[config.mk]
export PLATFORM = sky130hd
export DESIGN_NAME = spia_aggregator
export DESIGN_NICKNAME = d
export VERILOG_FILES = /design/src/spia_pkg.sv /design/src/spia_aggregator.sv
export VERILOG_INCLUDE_DIRS = /design/src
export SDC_FILE = /design/constraint.sdc
export NUM_CORES = 1
export LEC_CHECK = 0
export CORE_UTILIZATION = 45
export CTS_CLUSTER_SIZE = 30
export DETAILED_ROUTE_END_ITERATION = 7
export DONT_BUFFER_PORTS = 1
export PLACE_DENSITY = 0.67
export SYNTH_ARGS = -nofsm -noshare
export SYNTH_HDL_FRONTEND = slang
export SYNTH_SLANG_ARGS = --single-unit
[constraint.sdc]
create_clock -name clk_i -period 2.65 [get_ports clk_i]
set_clock_uncertainty 0.1 [all_clocks]
set_input_delay 0.6625 -clock clk_i [delete_from_list [all_inputs] [get_ports clk_i]]
set_output_delay 0.6625 -clock clk_i [all_outputs]
set_load 0.02 [all_outputs]
[src/spia_map.svh]
`ifndef SPIA_MAP_SVH
`define SPIA_MAP_SVH
// Register byte offsets
`define SPIA_OFF_CTRL     8'h00
`define SPIA_OFF_LINK     8'h04
`define SPIA_OFF_STATUS   8'h08
`define SPIA_OFF_MASK     8'h0C
`define SPIA_OFF_WIRES    8'h10
`define SPIA_OFF_MSI_ADDRESS_LOW  8'h14
`define SPIA_OFF_MSIADDRH 8'h18
// Control register field positions, per port p: bits 4p+k
`define SPIA_CTRL_MSIEN   0
`define SPIA_CTRL_INTXDIS 1
`define SPIA_CTRL_BWNEN   2
`define SPIA_CTRL_ABWNEN  3
// Interrupt status bit positions
`define SPIA_IRQ_MSI      0
`define SPIA_IRQ_ASSERT   1
`define SPIA_IRQ_DEASSERT 2
// Reset values
`define SPIA_RST_CTRL     32'h0000_0000
`define SPIA_RST_MASK     32'h0000_0000
`endif

[src/spia_pkg.sv]
package spia_pkg;
	// One INTx message toward the root
	typedef struct packed {
		logic       valid;
		logic       assert_n_deassert;
		logic [1:0] wire_idx;
	} spia_intx_msg_t;
	// One MSI request toward the upstream port
	typedef struct packed {
		logic       valid;
		logic [2:0] port;
	} spia_msi_req_t;
	// Per-port virtual-wire send state
	typedef enum logic [0:0] {SPIA_VW_IDLE, SPIA_VW_HELD} spia_vw_t;
endpackage

[src/spia_aggregator.sv]
// The address map and the Wishbone register port were left to the implementer.
`timescale 1ns/1ps
`include "spia_map.svh"
module spia_aggregator #(
	parameter int NPORTS = 4
) (
	// Clock, reset, enable
	input  wire logic                         clk_i,
	input  wire logic                         rst_i,
	input  wire logic                         ce_i,
	// Wishbone slave
	input  wire logic                         cyc_i,
	input  wire logic                         stb_i,
	input  wire logic                         we_i,
	input  wire logic [7:0]                   adr_i,
	input  wire logic [3:0]                   sel_i,
	input  wire logic [31:0]                  dat_i,
	output logic      [31:0]                  dat_o,
	output logic                              ack_o,
	// Per-port sources and state (pins, synchronised)
	input  wire logic [NPORTS-1:0]            hp_irq_i,
	input  wire logic [NPORTS-1:0]            dl_up_i,
	input  wire logic [NPORTS-1:0]            in_part_i,
	input  wire logic [NPORTS*4-1:0]          ext_intx_i,
	// Message and interrupt outputs
	output spia_pkg::spia_intx_msg_t          intx_msg_o,
	output spia_pkg::spia_msi_req_t           msi_req_o,
	output logic                              irq_o
);
	// Synchronisers for pin inputs
	logic [NPORTS*7-1:0] sync1;
	logic [NPORTS*7-1:0] sync2;
	// Software registers
	logic [31:0] ctrl;
	logic [31:0] mask;
	logic [31:0] status;
	logic [31:0] msi_lo;
	logic [31:0] msi_hi;
	// Link bandwidth status bits, W1C: [2p]=mgmt, [2p+1]=autonomous
	logic [2*NPORTS-1:0] link_bw;
	// Per-port and upstream wire state
	logic [NPORTS-1:0] cond_q;
	logic [NPORTS-1:0] inta_q;
	logic [3:0]        up_q;
	logic [3:0]        sent_q;
	logic [NPORTS-1:0] msi_pend;
	// Combinational
	logic [NPORTS-1:0] cond;
	logic [NPORTS-1:0] live;
	logic [3:0]        up_agg;
	logic [NPORTS-1:0] hp_s;
	logic [NPORTS-1:0] up_s;
	logic [NPORTS-1:0] part_s;
	logic [NPORTS*4-1:0] ext_s;
	logic        wr;
	logic        rd_go;
	logic [31:0] wmask;
	logic [31:0] next_dat;
	logic [2:0]  ev;

	// Byte-enable mask for writes
	always_comb begin
		wmask = {{8{sel_i[3]}}, {8{sel_i[2]}}, {8{sel_i[1]}}, {8{sel_i[0]}}};
	end

	// Writes land at the edge that sees ack high, the same edge at which the master samples it
	assign wr    = cyc_i & stb_i & we_i & ack_o;
	assign rd_go = cyc_i & stb_i & ~ack_o;

	// Two-stage synchroniser for the hot-plug, link-up, partition and external INTx pins
	always_ff @(posedge clk_i) begin
		if (rst_i) begin
			sync1 <= '0;
			sync2 <= '0;
		end else if (ce_i) begin
			sync1 <= {ext_intx_i, in_part_i, dl_up_i, hp_irq_i};
			sync2 <= sync1;
		end
	end
	assign hp_s   = sync2[NPORTS-1:0];
	assign up_s   = sync2[2*NPORTS-1:NPORTS];
	assign part_s = sync2[3*NPORTS-1:2*NPORTS];
	assign ext_s  = sync2[7*NPORTS-1:3*NPORTS];

	// Port live only when link up and still in the partition
	assign live = up_s & part_s;

	// Per-port unmasked condition
	always_comb begin
		for (int p = 0; p < NPORTS; p++) begin
			cond[p] = hp_s[p]
				| (link_bw[2*p]   & ctrl[4*p+`SPIA_CTRL_BWNEN])
				| (link_bw[2*p+1] & ctrl[4*p+`SPIA_CTRL_ABWNEN]);
			cond[p] = cond[p] & live[p];
		end
	end

	// Condition edge tracking and MSI/INTA decisions
	always_ff @(posedge clk_i) begin
		if (rst_i) begin
			cond_q   <= '0;
			inta_q   <= '0;
			msi_pend <= '0;
		end else if (ce_i) begin
			cond_q <= cond;
			// Clear the request just sent first, so that a new rise in the same cycle wins
			for (int p = 0; p < NPORTS; p++) begin
				if (msi_req_o.valid && 3'(p) == msi_req_o.port) begin
					msi_pend[p] <= 1'b0;
				end
			end
			for (int p = 0; p < NPORTS; p++) begin
				if (cond[p] & ~cond_q[p]) begin
					if (ctrl[4*p+`SPIA_CTRL_MSIEN]) begin
						msi_pend[p] <= 1'b1;
					end else if (!ctrl[4*p+`SPIA_CTRL_INTXDIS]) begin
						inta_q[p] <= 1'b1;
					end
				end else if (~cond[p] & cond_q[p]) begin
					if (!ctrl[4*p+`SPIA_CTRL_MSIEN] && !ctrl[4*p+`SPIA_CTRL_INTXDIS]) begin
						inta_q[p] <= 1'b0;
					end
				end
				if (!live[p]) begin
					inta_q[p] <= 1'b0;
				end
			end
		end
	end

	// Swizzle and OR into upstream wires; port p wire i lands on upstream wire (i + p) mod 4
	always_comb begin
		up_agg = '0;
		for (int p = 0; p < NPORTS; p++) begin
			for (int i = 0; i < 4; i++) begin
				// Port's own INTA joins external wire A
				if (live[p] & (ext_s[4*p+i] | (i == 0 && inta_q[p]))) begin
					up_agg[2'(i + p)] = 1'b1;
				end
			end
		end
	end

	// Aggregated wire state and message sender, one message per cycle
	always_ff @(posedge clk_i) begin
		if (rst_i) begin
			up_q       <= '0;
			sent_q     <= '0;
			intx_msg_o <= '0;
		end else if (ce_i) begin
			up_q       <= up_agg;
			intx_msg_o <= '0;
			for (int w = 3; w >= 0; w--) begin
				if (up_q[w] != sent_q[w]) begin
					intx_msg_o.valid             <= 1'b1;
					intx_msg_o.assert_n_deassert <= up_q[w];
					intx_msg_o.wire_idx          <= 2'(w);
				end
			end
			for (int w = 0; w < 4; w++) begin
				if (up_q[w] != sent_q[w]) begin
					// Lowest differing wire is sent this cycle
					sent_q[w] <= up_q[w];
					break;
				end
			end
		end
	end

	// MSI request issue toward upstream port, lowest port first
	always_ff @(posedge clk_i) begin
		if (rst_i) begin
			msi_req_o <= '0;
		end else if (ce_i) begin
			msi_req_o <= '0;
			if (!msi_req_o.valid) begin
				for (int p = NPORTS - 1; p >= 0; p--) begin
					if (msi_pend[p]) begin
						msi_req_o.valid <= 1'b1;
						msi_req_o.port  <= 3'(p);
					end
				end
			end
		end
	end

	// Interrupt events: MSI sent, assert sent, deassert sent
	always_comb begin
		ev = '0;
		ev[`SPIA_IRQ_MSI]      = msi_req_o.valid;
		ev[`SPIA_IRQ_ASSERT]   = intx_msg_o.valid & intx_msg_o.assert_n_deassert;
		ev[`SPIA_IRQ_DEASSERT] = intx_msg_o.valid & ~intx_msg_o.assert_n_deassert;
	end

	// Register writes; sticky set wins over W1C clear
	always_ff @(posedge clk_i) begin
		if (rst_i) begin
			ctrl    <= `SPIA_RST_CTRL;
			mask    <= `SPIA_RST_MASK;
			status  <= '0;
			msi_lo  <= '0;
			msi_hi  <= '0;
			link_bw <= '0;
		end else if (ce_i) begin
			if (wr && adr_i == `SPIA_OFF_CTRL) begin
				ctrl <= (ctrl & ~wmask) | (dat_i & wmask);
			end else if (wr && adr_i == `SPIA_OFF_MASK) begin
				mask <= (mask & ~wmask) | (dat_i & wmask);
			end else if (wr && adr_i == `SPIA_OFF_MSI_ADDRESS_LOW) begin
				msi_lo <= (msi_lo & ~wmask) | (dat_i & wmask);
			end else if (wr && adr_i == `SPIA_OFF_MSIADDRH) begin
				msi_hi <= (msi_hi & ~wmask) | (dat_i & wmask);
			end
			if (wr && adr_i == `SPIA_OFF_STATUS) begin
				status <= (status & ~(dat_i & wmask)) | {29'h0, ev};
			end else begin
				status <= status | {29'h0, ev};
			end
			// Link bandwidth bits: software pulses set via high half, W1C low half
			if (wr && adr_i == `SPIA_OFF_LINK) begin
				link_bw <= (link_bw & ~(dat_i[2*NPORTS-1:0] & wmask[2*NPORTS-1:0]))
					| dat_i[16+2*NPORTS-1:16];
			end
		end
	end

	// Read mux and single-cycle ack
	always_comb begin
		if (adr_i == `SPIA_OFF_CTRL) begin
			next_dat = ctrl;
		end else if (adr_i == `SPIA_OFF_LINK) begin
			next_dat = 32'(link_bw);
		end else if (adr_i == `SPIA_OFF_STATUS) begin
			next_dat = status;
		end else if (adr_i == `SPIA_OFF_MASK) begin
			next_dat = mask;
		end else if (adr_i == `SPIA_OFF_WIRES) begin
			next_dat = {24'h0, sent_q, up_q};
		end else if (adr_i == `SPIA_OFF_MSI_ADDRESS_LOW) begin
			next_dat = msi_lo;
		end else if (adr_i == `SPIA_OFF_MSIADDRH) begin
			next_dat = msi_hi;
		end else begin
			next_dat = 32'h0000_0000;
		end
	end

	// Bus answer and interrupt output registers
	always_ff @(posedge clk_i) begin
		if (rst_i) begin
			ack_o <= 1'b0;
			dat_o <= '0;
			irq_o <= 1'b0;
		end else if (ce_i) begin
			ack_o <= rd_go;
			dat_o <= next_dat;
			irq_o <= |(status & mask);
		end
	end
endmodule // spia_aggregator

-- Word-level counts from Yosys, hierarchy flattened
Index checks and enable logic that the tools add are counted.
- output and inout bits: 42
- bits of input ports: 78
- flip-flop bits (word level): 278
- mux-type cells: 50
- eq/ne operators: 19
- reductions and logical operators: 28
- bitwise operators: 74
- operators with widths (operator ; count):
    32-bit 2-to-1 mux ; 8
    32-bit bitwise AND ; 7
    32-bit bitwise OR ; 4
    32-bit NOT ; 2
    32-bit by 3-bit bitwise OR with 32-bit output ; 2
    1-bit 2-to-1 mux ; 35
    1-bit bitwise AND ; 32
    32-bit OR reduction ; 1
    4-bit 2-to-1 mux ; 7
    8-bit by 5-bit equality test with 1-bit output (second input constant) ; 3
    8-bit bitwise AND ; 2
    8-bit by 4-bit equality test with 1-bit output (second input constant) ; 2
    5-bit AND reduction ; 3
    1-bit logical AND ; 12
    3-bit by 1-bit inequality test with 1-bit output (second input constant) ; 4
    3-bit inequality test (second input constant) ; 4
    1-bit NOT ; 12
    1-bit bitwise OR ; 10
    8-bit by 3-bit equality test with 1-bit output (second input constant) ; 1
    8-bit zero test ; 1
    8-bit NOT ; 1
    8-bit bitwise OR ; 1
    2-bit by 3-bit equality test with 1-bit output (first input constant) ; 2
    2-bit AND reduction ; 3
    7 further kinds ; 12

-- Longest topological paths before layout
Gate-level depths: netlist of the first run.
- depth in word-level cells: 9
- depth in mapped cells: 8
- mapped depth without buffers: 5

-- Worst setup path after synthesis of the first run
No wires, ideal clock.
- path kind: in2reg
- start: in adr_i[3]
- end: reg link_bw[5]
- stages on the path: 7
- required time: 2422 ps
- arrival time: 2195 ps
- setup slack: 227 ps
- cells stage by stage: buf_4 -> or4b_2 -> nor4_4 -> buf_4 -> nand3_1 -> a22oi_1 -> nor2_1
- cells in the longest elaborated chain, start to end: 3
- ends and longest elaborated chain (element ; RTL line ; source):
    start: declaration ; spia_aggregator.sv:15 ; input wire logic [7:0] adr_i,
    8-bit by 3-bit equality test with 1-bit output (no source line) ; -- ;
    1-bit logical AND (no source line) ; -- ;
    2-bit AND reduction (no source line) ; -- ;
    end signal: assignment ; spia_aggregator.sv:221 ; link_bw <= (link_bw & ~(dat_i[2*NPORTS-1:0] & wmask[2*NPORTS-1:0]))
    end: declaration ; spia_aggregator.sv:40 ; logic [2*NPORTS-1:0] link_bw;
Every way passes these cells.
A chain may end at the register's enable or synchronous reset.

==> results of run 1 <==
cell usage in the layout (no fill, tap or decap), drive strengths merged, types with 4 or more instances in the layout:
cell	netlist	final
a211oi	24	24
a21oi	87	87
a221o	7	7
a221oi	8	8
a22o	5	5
a22oi	64	64
a31oi	5	5
and2	4	4
buf	25	35
clkbuf	71	45
dfxtp	262	262
inv	8	8
mux2i	146	146
nand2	76	76
nand2b	37	37
nand3	50	50
nand4	12	12
nand4b	4	4
nor2	207	207
nor2b	44	44
nor3	7	7
nor4	4	4
o21ai	32	32
o22ai	39	39
o2bb2ai	4	4
per-layer routing:
metal  GRT usage, %  up-vias  share of wire [%]
li1               -     4458                  -
met2           37.9      371                 45
met4           5.92        0                2.3
met1           33.3     4412                 44
met3           4.13       52                8.1
met5              0        -                  0
power groups by stage:
| stage | Clock [mW] | Sequential [mW] | Combinational (mW) |
|---|---|---|---|
| finish | 3.78 | 4.06 | 0.224 |
| detailed placement | 0 | 4.15 | 0.221 |
| CTS | 3.84 | 4.06 | 0.223 |
| floorplan | 0 | 4.13 | 0.299 |
| global route | 4.01 | 4.06 | 0.247 |
| global placement | 0 | 4.15 | 0.217 |
worst min-delay path by stage:
stage,endpoint,slack (ps)
global route,status[5],70
detailed placement,status[17],350
CTS,status[13],70
floorplan,status[20],340
global placement,status[31],350
finish,status[10],90
logic make-up (layout without fill, tap and decap cells):
logic type,count (synthesis),in the layout,synth area share [%]
simple gates,458,458,19.9
compound gates,293,293,16.8
flops,262,262,46.2
mux,146,146,12.9
buf+inv,104,93,3.99
fa+ha+maj,1,1,0.110
other cells,1,2,0.0331
xor+xnor,1,1,0.0772
through the flow:
step / hold slack, ps / power, mW / setup WS (ps)
global placement: 349 / 4.36 / 72.3
global route: 72.0 / 8.32 / 197
detailed placement: 351 / 4.37 / 56.9
finish: 90.1 / 8.06 / 405
floorplan: 336 / 4.43 / 227
CTS: 67.7 / 8.12 / 414
cell usage after synthesis, drive strengths merged (3+ instances only):
library cell and n:
nand4 12, a22o 5, a22oi 64, o22ai 39, nor4 4, a221oi 8, a21o 3, a311oi 3
buf 25, nor3 7, o2bb2ai 4, a32oi 3, nand3 50, a211oi 24, nand2b 37, nor2b 44
inv 8, clkbuf 71, and2 4, a31oi 5, o21ai 32, dfxtp 262, nor2 207, a221o 7
mux2i 146, a21oi 87, and3 3, nand4b 4, nand2 76
critical path: stages, from the launching register on:
cell and delay (ps):
dfxtp_1 480, nand3_1 360, nor2_2 200, buf_4 220, nand4_2 400, mux2i_1 300
nor2_1 50
area by class of cell:
class                           count  area share (%)
Tap cell                          324            3.23
Timing Repair Buffer               35            2.50
Clock inverter                      5           0.509
Clock buffer                       45            6.58
Multi-Input combinational cell    901            45.1
Sequential cell                   262            41.8
Inverter                            8           0.240
==> summary.txt, run 1 <==
Timing
  • Achievable Freq: between 0.4 and 0.5 GHz
  • Sum Neg Setup Slack: 0 ps
  • Tcrit/Tclk final: 84.7%
  • Crit path time final: 2240 ps
  • Final Max Tran Viols: 0
  • Final setup violation count: 0
  • Tightest Pin Transition: 781 ps
  • Slew margin rel.: about 48%
  • RSZ-0062 raised after global routing: no
  • Final hold viol count: 0

Clock tree
  • Clk Tree Root Cell: clkbuf_16
  • Worst skew pair latency: 550 ps
  • Clock-pin slew on the worst setup and hold paths: ~60 ps
  • Postcts setup bufs: 0
  • Clk sinks: 262
  • H-Tree Depth: 1
  • Cts bufs inserted: 28
  • PostCTS Resize Cnt: 0
  • CTS Hold Bufs: 0
  • Max clock buf depth: 3
  • TritonCTS clock tree: done

GRT
  • First-pass GRT wire length: 48.9 mm
  • Total gr overflow: 0
  • Initial antenna violation count: 0
  • Pin count of the biggest net entering global routing: 261
  • Tot GR Track Use: 23.8%
  • Vias in the first global route: between 8k and 9k

Placed design
  • Inst Count DP: 1530
  • Placer Congestion: 0.848
  • Placed instance area: between 10000 and 15000 um2
  • I/O Buffers: 0
  • Detailed Place HPWL: ~21 mm

Drt
  • Via count: 9293
  • Antenna-violating nets left: 0
  • DRT iter0 DRCs: 1020
  • WL final: between 30 and 40 mm
  • DR vias/cell: 5.88
  • DR pass1 iterations: 6
  • Drt wl/cell: 19.9 um
  • DRC: 0

Critical path
  • WP data required: 2960 ps
  • Crit path launch type: flop
  • Crit path max fanout: 8
  • Worst-case reg-to-reg path depth: 6
  • RR Startpoint: ack_o
  • Crit. Startpoint: ack_o
  • Endpoint class of the critical path: flop
  • Critical path class: reg2reg
  • Worst EP arrival: 2560 ps
  • R2R setup slack: 410 ps

Final layout
  • Reg area: 5250 um2
  • Cell area after layout: 12500 um2
  • Multi-input gate area: ~5700 um2
  • Fraction of layout cells with a size suffix above 1: 7.96%
  • Layout area overhead: 10.5%
  • Fin cells: between 1.5k and 2k
  • # diodes: 0
  • Filler cells: between 2k and 2.5k
  • Utilization after layout: roughly half
  • Final layout net count: 1315

Worst hold path
  • Hold Path Depth: 1
  • Worst min-delay path startpoint: dat_i[10]
  • Hold crit path type: in2reg

Power
  • Pwr Density: 643 nW/um2
  • Clk network pwr share: 46.9%
  • P_leak: 5.17 nW
  • Flop pwr share: 50.4%
  • Int Power: 6.32 mW
  • Switching part of the total power: 21.5%
  • Gate power share: under 10%
  • Switching power: ~1.7 mW
  • VDD IR max: 533 uV

Logic synthesis
  • Yosys reg bits: 262
  • Synth Flop Type: dfxtp_1
  • Cells after synthesis: 1266
  • Post-synth design cell area: ~11000 um2
  • Ys Warns: 0
  • Largest cells by area after synthesis: dfxtp_1 46%, mux2i_1 13%, nor2_1 6.8%
  • Register area share after synthesis: between 40 and 50%
  • Synth cell types: 59
  • FFs w/ async S/R, synth: 0%
  • Yosys top cell by area: dfxtp_1
  • Top-area cell type share of the netlist area: 46.2%
  • Post-synth EDFFs: 0
  • Mean Syn Cell Area: between 8 and 9 um2

Floorplan
  • Placeable Area: between 20000 and 25000 um2
  • Starting Density: 46.2%
  • IO Pins: 120
  • Die area: between 20000 and 30000 um2
  • Overall die height: approximately 160 um
  • Die W: approximately 160 um
  • Row count: between 50 and 60

Flow run
  • Max Cap Viol: 0

Run status
  • Status: finished, final reports clean
(Power assumes the default switching activity.)
==> run 2, diff against run 1 <==
--- a/config.mk
+++ b/config.mk
@@ -10,7 +10,7 @@
 export CTS_CLUSTER_SIZE = 30
 export DETAILED_ROUTE_END_ITERATION = 7
 export DONT_BUFFER_PORTS = 1
-export PLACE_DENSITY = 0.67
+export PLACE_DENSITY = 0.69
 export SYNTH_ARGS = -nofsm -noshare
 export SYNTH_HDL_FRONTEND = slang
 export SYNTH_SLANG_ARGS = --single-unit
==> constraint.sdc (replaced) <==
create_clock -name clk_i -period 1.98 [get_ports clk_i]
set_clock_uncertainty 0.1 [all_clocks]
set_input_delay 0.495 -clock clk_i [delete_from_list [all_inputs] [get_ports clk_i]]
set_output_delay 0.495 -clock clk_i [all_outputs]
set_load 0.02 [all_outputs]
==> summary.txt, run 2 (synthesis gave the netlist of run 1 again) <==
Final layout
  • Final layout net count: 1432 (+8.9%)
  • Layout area overhead: 24.8%
  • Multi-input gate area: 5790 um2 (+2.3%)
  • Most frequent cells in the layout: 260 x dfxtp_1, 205 x nor2_1, 146 x mux2i_1, 96 x dlygate4sd3_1, 76 x nand2_1
  • Reg area: 5250 um2 (about the same)
  • Most common cell after layout, fill and taps aside: dfxtp_1
  • Cell area after layout: 14200 um2 (+13%)
  • Fraction of layout cells with a size suffix above 1: 11.6% (+3.6 points)
  • # diodes: 0 (unchanged)
  • Fin cells: 1695 (+7.3%)
  • Filler cells: 2152 (-6.6%)

Drt
  • DRT iter0 DRCs: 815 (-20%)
  • DR vias/cell: 5.86 (-0.45%)
  • WL final: 35.2 mm (+12%)
  • Via count: 9925 (+6.8%)
  • DRC: 0 (unchanged)
  • Antenna-violating nets left: 0 (unchanged)
  • DR pass1 iterations: 5 (-1)
  • Drt wl/cell: 20.8 um (+4.4%)

Power
  • Switching part of the total power: 21.6% (about the same)
  • Pwr Density: 816 nW/um2 (+27%)
  • Switching power: 2.49 mW (+43%)
  • Gate power share: 4.9% (+2.1 points)
  • VDD IR max: 720 uV (+35%)
  • P_leak: 5.97 nW (+15%)
  • Flop pwr share: 47.1% (-3.3 points)
  • Clk network pwr share: 48.1% (+1.2 points)
  • Int Power: 9.06 mW (+43%)

Placed design
  • Inst Count DP: 1549 (+1.2%)
  • I/O Buffers: 0 (unchanged)
  • Placer Congestion: 0.857 (+0.97%)
  • Detailed Place HPWL: 21.0 mm (+0.67%)
  • Placed instance area: 12100 um2 (+4.2%)
  • Dpl ws: -318 ps (-375 ps)

Critical path
  • Crit. Startpoint: up_q[1]
  • Worst-case reg-to-reg path depth: 5 (-1)
  • Critical Path End: sent_q[1]
  • Crit path launch type: flop
  • RR Startpoint: up_q[1]
  • R2R setup slack: 70 ps (-340 ps)
  • Endpoint class of the critical path: flop
  • Worst R2R End: sent_q[1]
  • Crit path max fanout: 4 (-4)
  • WP data required: 2300 ps (-660 ps)
  • Critical path class: reg2reg
  • Worst EP arrival: 2240 ps (-320 ps)

Timing
  • Tightest Pin Transition: 804 ps (+23.9 ps)
  • Final Worst Setup Slack: 68.9 ps (-336 ps)
  • Achievable Freq: 0.523 GHz (+17%)
  • RSZ-0062 raised after global routing: no
  • Final setup violation count: 0 (unchanged)
  • Slew margin rel.: 46.2% (-1.8 points)
  • Crit path time final: 1910 ps (-334 ps)
  • Tcrit/Tclk final: 96.5% (+12 points)
  • Final hold viol count: 0 (unchanged)
  • Final Max Tran Viols: 0 (unchanged)

Floorplan
  • Row count: 57 (unchanged)
  • IO Pins: 120 (unchanged)
  • Die area: 25800 um2 (unchanged)
  • Placeable Area: 24500 um2 (unchanged)
  • Die W: 161 um (unchanged)
  • Overall die height: 161 um (unchanged)
  • Starting Density: 46.2% (unchanged)

GRT
  • Initial antenna violation count: 0 (unchanged)
  • Tot GR Track Use: 26.4% (+2.6 points)
  • First-pass GRT wire length: 54.0 mm (+10%)
  • Total gr overflow: 0 (unchanged)
  • Vias in the first global route: 9536 (+12%)
  • Pin count of the biggest net entering global routing: 261 (unchanged)

Clock tree
  • Worst skew pair latency: 540 ps (about the same)
  • TritonCTS clock tree: done
  • Clk Tree Root Cell: clkbuf_16
  • Clk sinks: 262 (unchanged)
  • H-Tree Depth: 1 (unchanged)
  • Cts bufs inserted: 27 (-3.6%)
  • Clock-pin slew on the worst setup and hold paths: 60 ps (about the same)
  • Max clock buf depth: 3 (unchanged)

Run status
  • Status: finished, final reports clean

Flow run
  • Max Cap Viol: 0 (unchanged)

Worst hold path
  • Hold crit path type: in2reg
run 2: cell count changes in the layout (fill, tap and decap cells not counted), moves of 3 or more:
cell and delta:
nand3_2 +3, dlygate4sd3_1 +96, clkbuf_1 -9, nand3_1 -3
bufinv_16 +4, a21oi_1 -24, buf_12 +20, a21oi_2 +24
run 2: how the worst min path moves through the flow:
stage,slack (ps),from,cells past startpoint,end
after floorplan,340,status[7],2,status[7]
after CTS,-70,rst_i,1,dat_o[15]
after global placement,360,status[4],2,status[4]
final,0.1,dat_i[1],2,flop
after global routing,-0.2,dat_i[23],2,flop
after detailed placement,360,flop,2,flop
run 2: worst max-delay path, cell delays in order (launching register included):
cell and delay (ps):
dfxtp_1 450, ha_1 280, nand3b_1 200, mux2i_1 160, nor2_1 50, dlygate4sd3_1 550
run 2: power groups by stage:
| stage | clock network [mW] | registers, mW | logic [mW] |
|---|---|---|---|
| after floorplan | 0 | 5.53 | 0.405 |
| after global placement | 0 | 5.55 | 0.313 |
| after detailed placement | 0 | 5.55 | 0.321 |
| after CTS | 5.60 | 5.43 | 0.487 |
| after global routing | 5.82 | 5.44 | 0.604 |
| final | 5.55 | 5.43 | 0.562 |
run 2: repair_timing:
| action | CTS | global route |
|---|---|---|
| hold endpoints to repair | 256 | 41 |
| gates resized for setup | 0 | 4 |
| hold buffers | 92 | 7 |
| setup endpoints to repair | 0 | 5 |
| setup buffers | 0 | 0 |
run 2: cell type report:
| cell class | count | share of cell area [%] |
|---|---|---|
| Sequential cell | 262 | 37.1 |
| Clock buffer | 37 | 5.61 |
| Inverter | 8 | 0.212 |
| Clock inverter | 10 | 1.26 |
| Tap cell | 324 | 2.86 |
| Multi-Input combinational cell | 901 | 40.9 |
| Timing Repair Buffer | 153 | 12.1 |
run 2: per-layer routing:
layer  vias up  track usage, %  part of all wire (%)
met5         -               0                     0
li1       4679               -                     -
met2       387            43.9                    47
met1      4772            33.3                    41
met4         0            11.0                   4.2
met3        87            5.19                   7.2
run 2: through the flow:
stage	power (mW)	setup TNS (ps)	hold slack, ps	utilization [%]
6_report	11.5	0	0.110	57.7
5_1_grt	11.9	0	-0.240	57.7
4_1_cts	11.5	0	-74.4	57.2
3_5_place_dp	5.87	-29070	365	49.5
3_3_place_gp	5.86	-26500	357	49.5
2_1_floorplan	5.94	-17570	339	-
